===== src/rtl/tmr_ctl_regs.svh =====
// register offsets, field positions and reset values of the timer control block
`ifndef TMR_CTL_REGS_SVH
`define TMR_CTL_REGS_SVH
`define CTL_ONE_OFFS 12'h000
`define CTL_TWO_OFFS 12'h004
`define EVGEN_OFFS 12'h014
`define IRQ_STAT_OFFS 12'h040
`define IRQ_MASK_OFFS 12'h044
`define BIT_RUN_EN 0
`define BIT_UPD_SUPP 1
`define BIT_UPD_SRC 2
`define BIT_SINGLE 3
`define BIT_MS_SYNC 4
`define SLAVE_MODE_LSB 5
`define MMS_LSB 4
`define BIT_IN1_SEL 7
`define BIT_SW_UPD 0
`define CTL_ONE_RESET 8'h00
`define CTL_TWO_RESET 8'h00
`define CTL_ONE_MASK 8'h7F
`define CTL_TWO_MASK 8'hF0
`define IRQ_UPDATE 0
`define IRQ_TRIGGER 1
`endif


===== src/rtl/tmr_ctl_pkg.sv =====
// types of the timer update and master trigger control block
package tmr_ctl_pkg;
    typedef enum logic [2:0] {
        MM_RESET = 3'h0, MM_ENABLE = 3'h1, MM_UPDATE = 3'h2, MM_PULSE = 3'h3,
        MM_REF1 = 3'h4, MM_REF3 = 3'h5, MM_REF2 = 3'h6, MM_REF4 = 3'h7
    } master_mode_e;
    typedef enum logic [1:0] {
        SM_OFF = 2'h0, SM_RESET = 2'h1, SM_GATED = 2'h2, SM_TRIGGER = 2'h3
    } slave_mode_e;
    typedef enum logic [2:0] {
        AP_IDLE = 3'b001, AP_ACCESS = 3'b010, AP_DONE = 3'b100
    } apb_state_e;
    typedef struct packed {
        logic hallA;
        logic hallB;
        logic hallC;
    } hall_s;
    typedef struct packed {
        logic ref1;
        logic ref2;
        logic ref3;
        logic ref4;
    } refs_s;
    typedef struct packed {
        apb_state_e apb;
        logic [31:0] prdata;
        logic pready;
        logic pslverr;
        logic [7:0] ctlOne;
        logic [7:0] ctlTwo;
        logic [1:0] irqStat;
        logic [1:0] irqMask;
        logic irq;
        logic swUpd;
        logic trigIn1;
        logic trigIn2;
        logic trigPrev;
        logic trigDly;
        logic gateDly;
        logic updEvt;
        logic updIrqReq;
        logic shadowLoad;
        logic cntReinit;
        logic cntEnable;
        logic filterIn;
        logic trgOut;
    } state_s;
endpackage : tmr_ctl_pkg


===== src/rtl/tmr_ctl.sv =====
// timer update-event, counter-enable and master trigger output control with APB registers
`timescale 1ns/1ps
`include "tmr_ctl_regs.svh"
module tmr_ctl
    import tmr_ctl_pkg::*;
(
    input wire logic clk,
    input wire logic rst_n,
    input wire logic psel,
    input wire logic penable,
    input wire logic pwrite,
    input wire logic [11:0] paddr,
    input wire logic [31:0] pwdata,
    output logic [31:0] prdata,
    output logic pready,
    output logic pslverr,
    input wire logic triggerInput,
    input wire logic counterOverflow,
    input wire logic channelOneEvent,
    input wire refs_s refs,
    input wire logic captureInputOne,
    input wire hall_s hallSensorInputs,
    output logic filterInputOne,
    output logic counterEnableSignal,
    output logic updateEvent,
    output logic updateIrqRequest,
    output logic shadowLoad,
    output logic counterReinit,
    output logic triggerOutput,
    output logic irq
);
    state_s s_q;
    state_s s_d;

    function automatic logic [7:0] maskBits(input logic [31:0] w, input logic [7:0] m);
        maskBits = w[7:0] & m;
    endfunction : maskBits

    logic wrAcc;
    logic rdAcc;
    logic mapped;
    logic swTrig;
    logic trigEdge;
    logic trigSel;
    logic gateSel;
    logic slaveReset;
    logic updSrc;
    logic updGen;
    logic runEn;
    logic cenSig;
    slave_mode_e sMode;
    master_mode_e mMode;

    always_comb begin
        s_d = s_q;
        s_d.pready = 1'b0;
        s_d.pslverr = 1'b0;
        wrAcc = 1'b0;
        rdAcc = 1'b0;
        mapped = (paddr == `CTL_ONE_OFFS) || (paddr == `CTL_TWO_OFFS)
            || (paddr == `EVGEN_OFFS) || (paddr == `IRQ_STAT_OFFS)
            || (paddr == `IRQ_MASK_OFFS);
        unique case (s_q.apb)
            AP_IDLE: begin
                if (psel && !penable) begin
                    s_d.apb = AP_ACCESS;
                end
            end
            AP_ACCESS: begin
                s_d.apb = AP_DONE;
                s_d.pready = 1'b1;
                s_d.pslverr = !mapped;
                rdAcc = psel && !pwrite;
            end
            AP_DONE: begin
                s_d.apb = AP_IDLE;
                // write lands at the edge at which the master samples pready high
                wrAcc = psel && penable && pwrite && mapped;
            end
            default: begin
                s_d.apb = AP_IDLE;
            end
        endcase

        // trigger input crosses in from outside through two flops
        s_d.trigIn1 = triggerInput;
        s_d.trigIn2 = s_q.trigIn1;
        s_d.trigPrev = s_q.trigIn2;
        sMode = slave_mode_e'(s_q.ctlOne[`SLAVE_MODE_LSB +: 2]);
        mMode = master_mode_e'(s_q.ctlTwo[`MMS_LSB +: 3]);
        trigEdge = s_q.trigIn2 && !s_q.trigPrev;
        s_d.trigDly = trigEdge;
        trigSel = s_q.ctlOne[`BIT_MS_SYNC] ? s_q.trigDly : trigEdge;
        gateSel = s_q.ctlOne[`BIT_MS_SYNC] ? s_q.gateDly : s_q.trigIn2;
        s_d.gateDly = s_q.trigIn2;
        slaveReset = (sMode == SM_RESET) && trigSel;

        swTrig = wrAcc && (paddr == `EVGEN_OFFS) && pwdata[`BIT_SW_UPD];
        s_d.swUpd = swTrig;

        updGen = counterOverflow || swTrig || slaveReset;
        s_d.updEvt = updGen && !s_q.ctlOne[`BIT_UPD_SUPP];
        s_d.shadowLoad = updGen && !s_q.ctlOne[`BIT_UPD_SUPP];
        s_d.cntReinit = swTrig || slaveReset;
        updSrc = s_q.ctlOne[`BIT_UPD_SRC] ? counterOverflow : updGen;
        s_d.updIrqReq = updSrc && !s_q.ctlOne[`BIT_UPD_SUPP];

        runEn = s_q.ctlOne[`BIT_RUN_EN];
        if (wrAcc && paddr == `CTL_ONE_OFFS) begin
            runEn = pwdata[`BIT_RUN_EN];
            s_d.ctlOne = maskBits(pwdata, `CTL_ONE_MASK);
        end
        if (sMode == SM_TRIGGER && trigSel) begin
            runEn = 1'b1;
        end
        if (s_d.updEvt && s_q.ctlOne[`BIT_SINGLE]) begin
            runEn = 1'b0;
        end
        s_d.ctlOne[`BIT_RUN_EN] = runEn;
        if (wrAcc && paddr == `CTL_TWO_OFFS) begin
            s_d.ctlTwo = maskBits(pwdata, `CTL_TWO_MASK);
        end

        // run gating; gated mode needs run bit too
        cenSig = s_q.ctlOne[`BIT_RUN_EN] && ((sMode != SM_GATED) || gateSel);
        s_d.cntEnable = cenSig;

        s_d.filterIn = s_q.ctlTwo[`BIT_IN1_SEL]
            ? (hallSensorInputs.hallA ^ hallSensorInputs.hallB ^ hallSensorInputs.hallC)
            : captureInputOne;

        unique case (mMode)
            // reset mode: slave reset lags through sync flops
            MM_RESET: s_d.trgOut = s_q.swUpd || slaveReset;
            // enable; gated path carries its sync delay
            MM_ENABLE: s_d.trgOut = cenSig;
            MM_UPDATE: s_d.trgOut = s_d.updEvt;
            MM_PULSE: s_d.trgOut = channelOneEvent;
            MM_REF1: s_d.trgOut = refs.ref1;
            MM_REF3: s_d.trgOut = refs.ref3;
            MM_REF2: s_d.trgOut = refs.ref2;
            MM_REF4: s_d.trgOut = refs.ref4;
        endcase

        // set wins over write-one-to-clear
        if (wrAcc && paddr == `IRQ_STAT_OFFS) begin
            s_d.irqStat = s_q.irqStat & ~pwdata[1:0];
        end
        if (s_q.updIrqReq) begin
            s_d.irqStat[`IRQ_UPDATE] = 1'b1;
        end
        if (trigSel) begin
            s_d.irqStat[`IRQ_TRIGGER] = 1'b1;
        end
        if (wrAcc && paddr == `IRQ_MASK_OFFS) begin
            s_d.irqMask = pwdata[1:0];
        end
        s_d.irq = |(s_d.irqStat & s_d.irqMask);

        if (rdAcc) begin
            s_d.prdata = 32'h0;
            if (paddr == `CTL_ONE_OFFS) s_d.prdata[7:0] = s_q.ctlOne;
            if (paddr == `CTL_TWO_OFFS) s_d.prdata[7:0] = s_q.ctlTwo;
            if (paddr == `IRQ_STAT_OFFS) s_d.prdata[1:0] = s_q.irqStat;
            if (paddr == `IRQ_MASK_OFFS) s_d.prdata[1:0] = s_q.irqMask;
        end
    end

    always_ff @(posedge clk) begin
        if (!rst_n) begin
            s_q <= '0;
            s_q.apb <= AP_IDLE;
            s_q.ctlOne <= `CTL_ONE_RESET;
            s_q.ctlTwo <= `CTL_TWO_RESET;
        end else begin
            s_q <= s_d;
        end
    end

    assign prdata = s_q.prdata;
    assign pready = s_q.pready;
    assign pslverr = s_q.pslverr;
    assign filterInputOne = s_q.filterIn;
    assign counterEnableSignal = s_q.cntEnable;
    assign updateEvent = s_q.updEvt;
    assign updateIrqRequest = s_q.updIrqReq;
    assign shadowLoad = s_q.shadowLoad;
    assign counterReinit = s_q.cntReinit;
    assign triggerOutput = s_q.trgOut;
    assign irq = s_q.irq;

    AST_SUPPRESS_NO_UPDATE: assert property (@(posedge clk) disable iff (!rst_n)
        $past(s_q.ctlOne[`BIT_UPD_SUPP]) |-> !updateEvent)
        else $error("update event while suppressed");
    AST_OVF_UPDATE: assert property (@(posedge clk) disable iff (!rst_n)
        counterOverflow && !s_q.ctlOne[`BIT_UPD_SUPP] |=> updateEvent && shadowLoad)
        else $error("overflow without update event");
    AST_SRC_OVF_ONLY: assert property (@(posedge clk) disable iff (!rst_n)
        updateIrqRequest && $past(s_q.ctlOne[`BIT_UPD_SRC]) |-> $past(counterOverflow))
        else $error("update request from non-overflow source");
    // software trigger requests when source and suppress clear
    AST_SW_REQ: assert property (@(posedge clk) disable iff (!rst_n)
        swTrig && s_q.ctlOne[2:1] == 2'b00 |=> updateIrqRequest)
        else $error("software update without request");
    AST_REINIT: assert property (@(posedge clk) disable iff (!rst_n)
        swTrig |=> counterReinit)
        else $error("software trigger did not reinit");
    // run bit clear gives no enable
    AST_RUN_OFF: assert property (@(posedge clk) disable iff (!rst_n)
        !s_q.ctlOne[`BIT_RUN_EN] |=> !counterEnableSignal)
        else $error("counter enabled with run bit clear");
    AST_SINGLE: assert property (@(posedge clk) disable iff (!rst_n)
        s_d.updEvt && s_q.ctlOne[`BIT_SINGLE] |=> !s_q.ctlOne[`BIT_RUN_EN])
        else $error("single pulse did not stop");
    AST_TRIG_START: assert property (@(posedge clk) disable iff (!rst_n)
        sMode == SM_TRIGGER && trigSel && !s_q.ctlOne[`BIT_SINGLE] |=> s_q.ctlOne[0])
        else $error("trigger did not set run bit");
    AST_MM_UPDATE: assert property (@(posedge clk) disable iff (!rst_n)
        $past(mMode) == MM_UPDATE |-> triggerOutput == updateEvent)
        else $error("trigger output not update event");
    AST_MM_PULSE: assert property (@(posedge clk) disable iff (!rst_n)
        mMode == MM_PULSE && channelOneEvent |=> triggerOutput)
        else $error("missing compare pulse");
    AST_IN_SEL: assert property (@(posedge clk) disable iff (!rst_n)
        !s_q.ctlTwo[`BIT_IN1_SEL] |=> filterInputOne == $past(captureInputOne))
        else $error("filter input not capture input");
    AST_MM_REF4: assert property (@(posedge clk) disable iff (!rst_n)
        mMode == MM_REF4 |=> triggerOutput == $past(refs.ref4))
        else $error("trigger output not ref four");
    AST_MM_REF1: assert property (@(posedge clk) disable iff (!rst_n)
        mMode == MM_REF1 |=> triggerOutput == $past(refs.ref1))
        else $error("trigger output not ref one");
    AST_MM_REF2: assert property (@(posedge clk) disable iff (!rst_n)
        mMode == MM_REF2 |=> triggerOutput == $past(refs.ref2))
        else $error("trigger output not ref two");
    AST_MM_REF3: assert property (@(posedge clk) disable iff (!rst_n)
        mMode == MM_REF3 |=> triggerOutput == $past(refs.ref3))
        else $error("trigger output not ref three");
    // software trigger reaches output one cycle after the update
    AST_MM_RESET_SW: assert property (@(posedge clk) disable iff (!rst_n)
        swTrig && mMode == MM_RESET |=> ##1 triggerOutput)
        else $error("software trigger missing on trigger output");
    AST_MM_RESET_SLAVE: assert property (@(posedge clk) disable iff (!rst_n)
        mMode == MM_RESET && slaveReset |=> triggerOutput)
        else $error("slave reset missing on trigger output");
    AST_MM_ENABLE: assert property (@(posedge clk) disable iff (!rst_n)
        mMode == MM_ENABLE |=> triggerOutput == counterEnableSignal)
        else $error("trigger output not counter enable");
    AST_GATE_NOSYNC: assert property (@(posedge clk) disable iff (!rst_n)
        sMode == SM_GATED && s_q.ctlOne[`BIT_RUN_EN] && !s_q.ctlOne[`BIT_MS_SYNC]
        |=> counterEnableSignal == $past(s_q.trigIn2))
        else $error("gated enable does not follow trigger");
    // sync bit adds a cycle to the gate
    AST_GATE_SYNC: assert property (@(posedge clk) disable iff (!rst_n)
        sMode == SM_GATED && s_q.ctlOne[`BIT_RUN_EN] && s_q.ctlOne[`BIT_MS_SYNC]
        |=> counterEnableSignal == $past(s_q.trigIn2, 2))
        else $error("synchronised gate not delayed");
    AST_SYNC_TRIG: assert property (@(posedge clk) disable iff (!rst_n)
        s_q.ctlOne[`BIT_MS_SYNC] && sMode == SM_RESET && s_q.trigDly |=> counterReinit)
        else $error("delayed trigger lost");
    AST_HALL_SEL: assert property (@(posedge clk) disable iff (!rst_n)
        s_q.ctlTwo[`BIT_IN1_SEL] |=> filterInputOne == $past(hallSensorInputs.hallA
        ^ hallSensorInputs.hallB ^ hallSensorInputs.hallC))
        else $error("filter input not hall xor");
    AST_SLAVE_REINIT: assert property (@(posedge clk) disable iff (!rst_n)
        slaveReset |=> counterReinit)
        else $error("slave reset did not reinit");
    AST_SUPP_NO_SHADOW: assert property (@(posedge clk) disable iff (!rst_n)
        $past(s_q.ctlOne[`BIT_UPD_SUPP]) |-> !shadowLoad)
        else $error("shadow load while suppressed");
    AST_SLAVE_REQ: assert property (@(posedge clk) disable iff (!rst_n)
        slaveReset && s_q.ctlOne[2:1] == 2'b00 |=> updateIrqRequest)
        else $error("slave update without request");
    AST_OVF_REQ: assert property (@(posedge clk) disable iff (!rst_n)
        counterOverflow && s_q.ctlOne[2:1] == 2'b10 |=> updateIrqRequest)
        else $error("overflow without request");
    AST_SW_UPDATE: assert property (@(posedge clk) disable iff (!rst_n)
        swTrig && !s_q.ctlOne[`BIT_UPD_SUPP] |=> updateEvent && shadowLoad)
        else $error("software trigger without update event");
    AST_RUN_ON: assert property (@(posedge clk) disable iff (!rst_n)
        s_q.ctlOne[`BIT_RUN_EN] && sMode != SM_GATED |=> counterEnableSignal)
        else $error("counter stopped with run bit set");
    AST_MM_PULSE_OFF: assert property (@(posedge clk) disable iff (!rst_n)
        mMode == MM_PULSE && !channelOneEvent |=> !triggerOutput)
        else $error("compare pulse without event");
    AST_IRQ_LEVEL: assert property (@(posedge clk) disable iff (!rst_n)
        s_q.irqStat[`IRQ_UPDATE] && s_q.irqMask[`IRQ_UPDATE] |-> irq)
        else $error("interrupt low with unmasked status");
endmodule : tmr_ctl


===== config.mk =====
export PLATFORM = sky130hd
export DESIGN_NAME = tmr_ctl
export DESIGN_NICKNAME = d
export VERILOG_FILES = /design/src/rtl/tmr_ctl_pkg.sv /design/src/rtl/tmr_ctl.sv
export VERILOG_INCLUDE_DIRS = /design/src /design/src/rtl
export SDC_FILE = /design/constraint.sdc
export NUM_CORES = 1
export LEC_CHECK = 0
export BUFFER_PORTS_ARGS = -buffer_cell sky130_fd_sc_hd__buf_2
export CAP_MARGIN = 20
export CORE_MARGIN = 1
export CORE_UTILIZATION = 41
export CTS_BUF_LIST = sky130_fd_sc_hd__clkbuf_16
export DETAILED_ROUTE_END_ITERATION = 12
export PLACE_DENSITY = 0.85
export SLEW_MARGIN = 20
export SYNTH_ARGS = -nofsm -noshare
export SYNTH_HDL_FRONTEND = slang
export SYNTH_SLANG_ARGS = --single-unit

===== constraint.sdc =====
create_clock -name clk -period 1.75 [get_ports clk]
set_clock_uncertainty 0.15 [all_clocks]
set_input_delay 0.35 -clock clk [delete_from_list [all_inputs] [get_ports clk]]
set_output_delay 0.35 -clock clk [all_outputs]
set_load 0.02 [all_outputs]

Word level (Yosys, flattened, before mapping)
Cells that the tools add are included.
- word-level logic and storage cells: 103
- output and inout bits: 42
- register bits: 40
- bits of input ports: 60
- bitwise gates (word level): 6
- eq/ne operators: 18
- mux-type cells: 20
- reductions and logical operators: 38
- operator list (cell ; count):
    == test 12 x 7 -> 1 bit (second input constant) ; 2
    logical AND 1 bit ; 18
    == test 3 bit (second input constant) ; 5
    == test 12 x 3 -> 1 bit (second input constant) ; 1
    == test 12 x 5 -> 1 bit (second input constant) ; 1
    logical NOT 12 bit ; 1
    2-to-1 mux 1 bit ; 10
    2-to-1 mux 2 bit ; 5
    == test 3 x 2 -> 1 bit (second input constant) ; 3
    logical OR 1 bit ; 9
    2-to-1 mux 8 bit ; 1
    one-hot mux 1 bit (8 select lines) ; 1
    2-to-1 mux 7 bit ; 1
    == test 3 x 1 -> 1 bit (second input constant) ; 2
    one-hot mux 3 bit (2 select lines) ; 1
    logical NOT 1 bit ; 5
    AND 2 bit ; 2
    != test 2 bit (second input constant) ; 2
    OR reduction 2 bit ; 2
    logical NOT 3 bit ; 1
    2-to-1 mux 3 bit ; 1
    == test 2 x 1 -> 1 bit (second input constant) ; 1
    == test 2 bit (second input constant) ; 1
    NOT 2 bit ; 1
    other kinds (4) ; 5

Logic depth before layout (Yosys ltp)
- depth in word-level cells: 14
- gate-level depth with buffers: 6
- gate-level depth less buffers: 5

Worst setup path after synthesis
Ideal clock, no wire load.
- kind: input-to-reg
- start: in paddr[7]
- end: reg s_q[26] (netlist bit)
- path slack: -124 ps
- required time: 1505 ps
- setup time: 95 ps
- stages on the path: 6
- arrival time: 1629 ps
- path buffers: 1
- cells stage by stage: or2_1 -> a2111oi_4 -> buf_4 -> nand2_1 -> mux2i_1 -> a221oi_1
- cells in the longest elaborated chain, start to end: 14
- ends and longest elaborated chain (item ; RTL line ; RTL):
    start: declaration ; tmr_ctl.sv:12 ; input wire logic [11:0] paddr,
    == test 12 x 3 -> 1 bit (no source line) / logical NOT 12 bit (equally long branches) ; - ;
    logical OR 1 bit (4 in a row) ; tmr_ctl.sv:60 ; mapped = (paddr == `CTL_ONE_OFFS) || (paddr == `CTL_TWO_OFFS)
    logical AND 1 bit ; tmr_ctl.sv:78 ; wrAcc = psel && penable && pwrite && mapped;
    2-to-1 mux 1 bit ; tmr_ctl.sv:63 ; unique case (s_q.apb)
    logical AND 1 bit (2 in a row) ; tmr_ctl.sv:98 ; swTrig = wrAcc && (paddr == `EVGEN_OFFS) && pwdata[`BIT_SW_UPD];
    logical OR 1 bit (2 in a row) ; tmr_ctl.sv:101 ; updGen = counterOverflow || swTrig || slaveReset;
    logical AND 1 bit ; tmr_ctl.sv:102 ; s_d.updEvt = updGen && !s_q.ctlOne[`BIT_UPD_SUPP];
    logical AND 1 bit ; tmr_ctl.sv:116 ; if (s_d.updEvt && s_q.ctlOne[`BIT_SINGLE]) begin
    OR reduction 2 bit (no source line) ; - ;
    end: declaration ; tmr_ctl.sv:32 ; state_s s_q;
Parallel ways exist; a longest one is shown, timed or not.
A chain may end at the register's enable or synchronous reset.

Final worst setup path
- start: reg s_q[69] (netlist bit)
- end: reg s_q, in the netlist irq
- cells in the longest elaborated chain, start to end: 7
- ends and longest elaborated chain (item ; RTL line ; RTL):
    == test 3 bit * ; tmr_ctl.sv:63 ;
    2-to-1 mux 1 bit * ; tmr_ctl.sv:63 ;
    logical AND 1 bit (no source line) ; - ;
    2-to-1 mux 2 bit ; tmr_ctl.sv:146 ; if (wrAcc && paddr == `IRQ_STAT_OFFS) begin
    2-to-1 mux 1 bit, on equally long branches ; tmr_ctl.sv:149, tmr_ctl.sv:152 ;
    AND 2 bit * ; tmr_ctl.sv:158 ; s_d.irq = |(s_d.irqStat & s_d.irqMask);
    OR reduction 2 bit * ; tmr_ctl.sv:158 ;
Every way passes the cells marked *; elsewhere a longest branch is shown, timed or not.

==> impl_metrics.ini <==
[run_status]
status = finished, violations left
violations = negative setup slack

[yosys]
syn_area_um2 = 2027
synth_fa_ha_area_share_pct = 0
synth_most_common_cell = dfxtp_1
yosysTopAreaCell = dfxtp_1
synth_xor_area_share_pct = 0.8642
avgSynthCellArea_um2 = 9.130
synthCells = 222
synthTopCellsByCount = dfxtp_1 (40), buf_4 (36), nor2_1 (21)
ys_async_sr_fraction_pct = 0
yosys.area.top_type_share_pct = 39.51
synth_cell_types = 50
ys_ff_latch = 40
synth_ff_type = dfxtp_1
synth_compound_area_share_pct = 11.85
ys_top_cells_by_area = dfxtp_1 (40%), buf_4 (13%), mux2i_1 (4.4%)
yosys.area_share.simple_pct = 25.49
yosys_warnings = 0
synth_edf_count = 0
synth_top_family_by_area = simple AND/OR/NAND/NOR gates
synth_mux_area_share_pct = 7.222
ys_seq_area_share_pct = 39.51

[layout]
seq_area_um2 = 804.5
fin_area_um2 = 2731
fin_nets = 354
multi_input_area_um2 = 1150
final_layout_size_suffix_gt1_share_pct = 44.75
diodes = 0
area_delta_synth_final_pct = 34.75
finalNonFillerCells = 362
final_core_util_pct = 57.45
fill_cells = 424

[setup_path]
worstSetupStartpointType = flip-flop
cp_max_fo = 3
end_kind = flip-flop
arrival_ps = 1850
crit_type = reg -> reg
critical_path_required_ps = 1770

[detailed_routing]
first_pass_iters = 4
drt_iter0_markers = 68
wl_per_cell_um = 12.75
wirelength_um = 4617
drcViolationCount = 0
vias = 1748
ant_nets = 0
vias_per_cell = 4.829

[cts]
cts_buffer_depth = 2
ctsHoldBuffers = 0
cts_tree = done
cts-htree-levels = 2
path_clk_slew_ps = 60
cts_made_buffers = 5
cts.root.buffer_cell = clkbuf_16
insertion_delay_ps = 290
clkSinkCount = 40

[sta]
final-max-slew-violation-count = 0
hold_viol_final = 0
timing.hold.ws_ps = 101.7
period_needed_ps = 1833
finalWorstSetupSlack_ps = -83.49
fin_crit_sh_pct = 104.8
fin_setup_tns_ps = -514.6
max_freq_mhz = 545.4
setup_violations = 14
grt_setup_unrepaired = true

[flow_run]
drv_cap = 0

[grt]
grt_pass1_wl_um = 7348
track_usage_pct = 18.24
antenna_found_initial = 0
grt_pass1_vias = 1671
grt_max_degree = 21
grt-ovfl-total = 0

[power_and_ir_drop]
p_leak_nw = 1.209
vdd_ir_drop_max_uv = 537.2
powerDensity_nw_per_um2 = 793.4
p_total_mw = 2.167

[floorplan]
rows = 25
die-area_um2 = 5229
die_height_um = 72.31
io_pins = 102
start_util_pct = 42.63
die_x_um = 72.31
coreArea_um2 = 4755

[placement]
place.gp.congestion = 0.8553
placed_cell_area_um2 = 2405
dp_slack_ps = -310.0
place_inst = 348
dp_hpwl_um = 3480
placement.io_buffers = 53

[worst_hold_path]
hold_path_class = in -> reg
[report_power, final]
part	switching [mW]	total, mW	internal [mW]	leakage, nW
Combinational	0.125	0.204	0.0783	0.803
Sequential	0.00633	0.930	0.924	0.325
Clock	0.364	1.03	0.670	0.0814
Total	0.496	2.17	1.67	1.21
[metal layers]
| metal | global-route usage (%) | vias to the layer above | part of all wire, % |
|---|---|---|---|
| met5 | 0 | - | 0 |
| met4 | 5.664 | 0 | 1.2 |
| met3 | 5.139 | 8 | 4.8 |
| met2 | 32.81 | 56 | 50 |
| met1 | 20.82 | 825 | 44 |
| li1 | - | 859 | - |
[placed cells by master, fill, tap and decap left out, types with 2 or more instances in the layout]
cell,instances
and3_1,2
or2_4,2
nor4b_1,2
nand2_4,3
buf_2,53
nand3_2,3
and2_1,7
and4_1,2
nor2_1,21
nand4b_1,2
inv_1,2
nand3_1,6
nand2b_4,2
mux2i_4,2
dfxtp_1,37
xnor2_1,2
a221oi_1,2
mux2i_1,7
clkinv_1,2
clkbuf_16,5
nand2_2,4
nor2b_1,2
nand2_1,13
a21oi_1,9
nand2b_1,3
a22oi_1,4
buf_4,26
dfxtp_2,3
a21oi_2,5
nor3_1,3
buf_6,3
conb_1,24
mux2_2,3
o21ai_0,2
[area by class of cell]
| cell class | count | share of cell area, % |
|---|---|---|
| clock inverters | 3 | 1.557 |
| repair buffers | 83 | 18.83 |
| flip-flops and latches | 40 | 29.45 |
| clock buffers | 5 | 4.581 |
| multi-input cells | 161 | 42.10 |
| inverters | 3 | 0.4123 |
| well taps | 67 | 3.069 |
[logic make-up after synthesis]
group / count (synthesis)
buf+inv: 44
simple gates: 90
compound gates: 32
other cells: 1
mux: 13
flops: 40
xor+xnor: 2
[sequential cells by signal (all words and copies together) (netlist names), 2 cells and up]
name	flops
s_q	16
sMode	2
prdata	8
mMode	3
s_d	2
[what timing repair did]
item,in CTS,in global routing
pin swaps,19,9
resized for setup,17,11
setup endpoints to repair,18,22
setup buffers,4,2
[critical path, cell delays in order, from the launching register on]
cell	delay, ps
dfxtp_2	310
or2b_4	260
a2111oi_4	310
and4_4	330
mux2i_4	250
o32ai_2	100
[worst paths after layout]
path                     endpoint                  from  slack, ps  cells past startpoint
max                irq$_SDFF_PN0_  s_q[69]$_SDFFE_PN0P_        -80                      5
min          s_q[69]$_SDFFE_PN0P_               penable        100                      2
max reg2reg        irq$_SDFF_PN0_  s_q[69]$_SDFFE_PN0P_        -80                      5
min reg2reg     s_d[7]$_SDFF_PN0_    s_d[10]$_SDFF_PN0_        290                      1
Power figures use the tool's default switching activity.
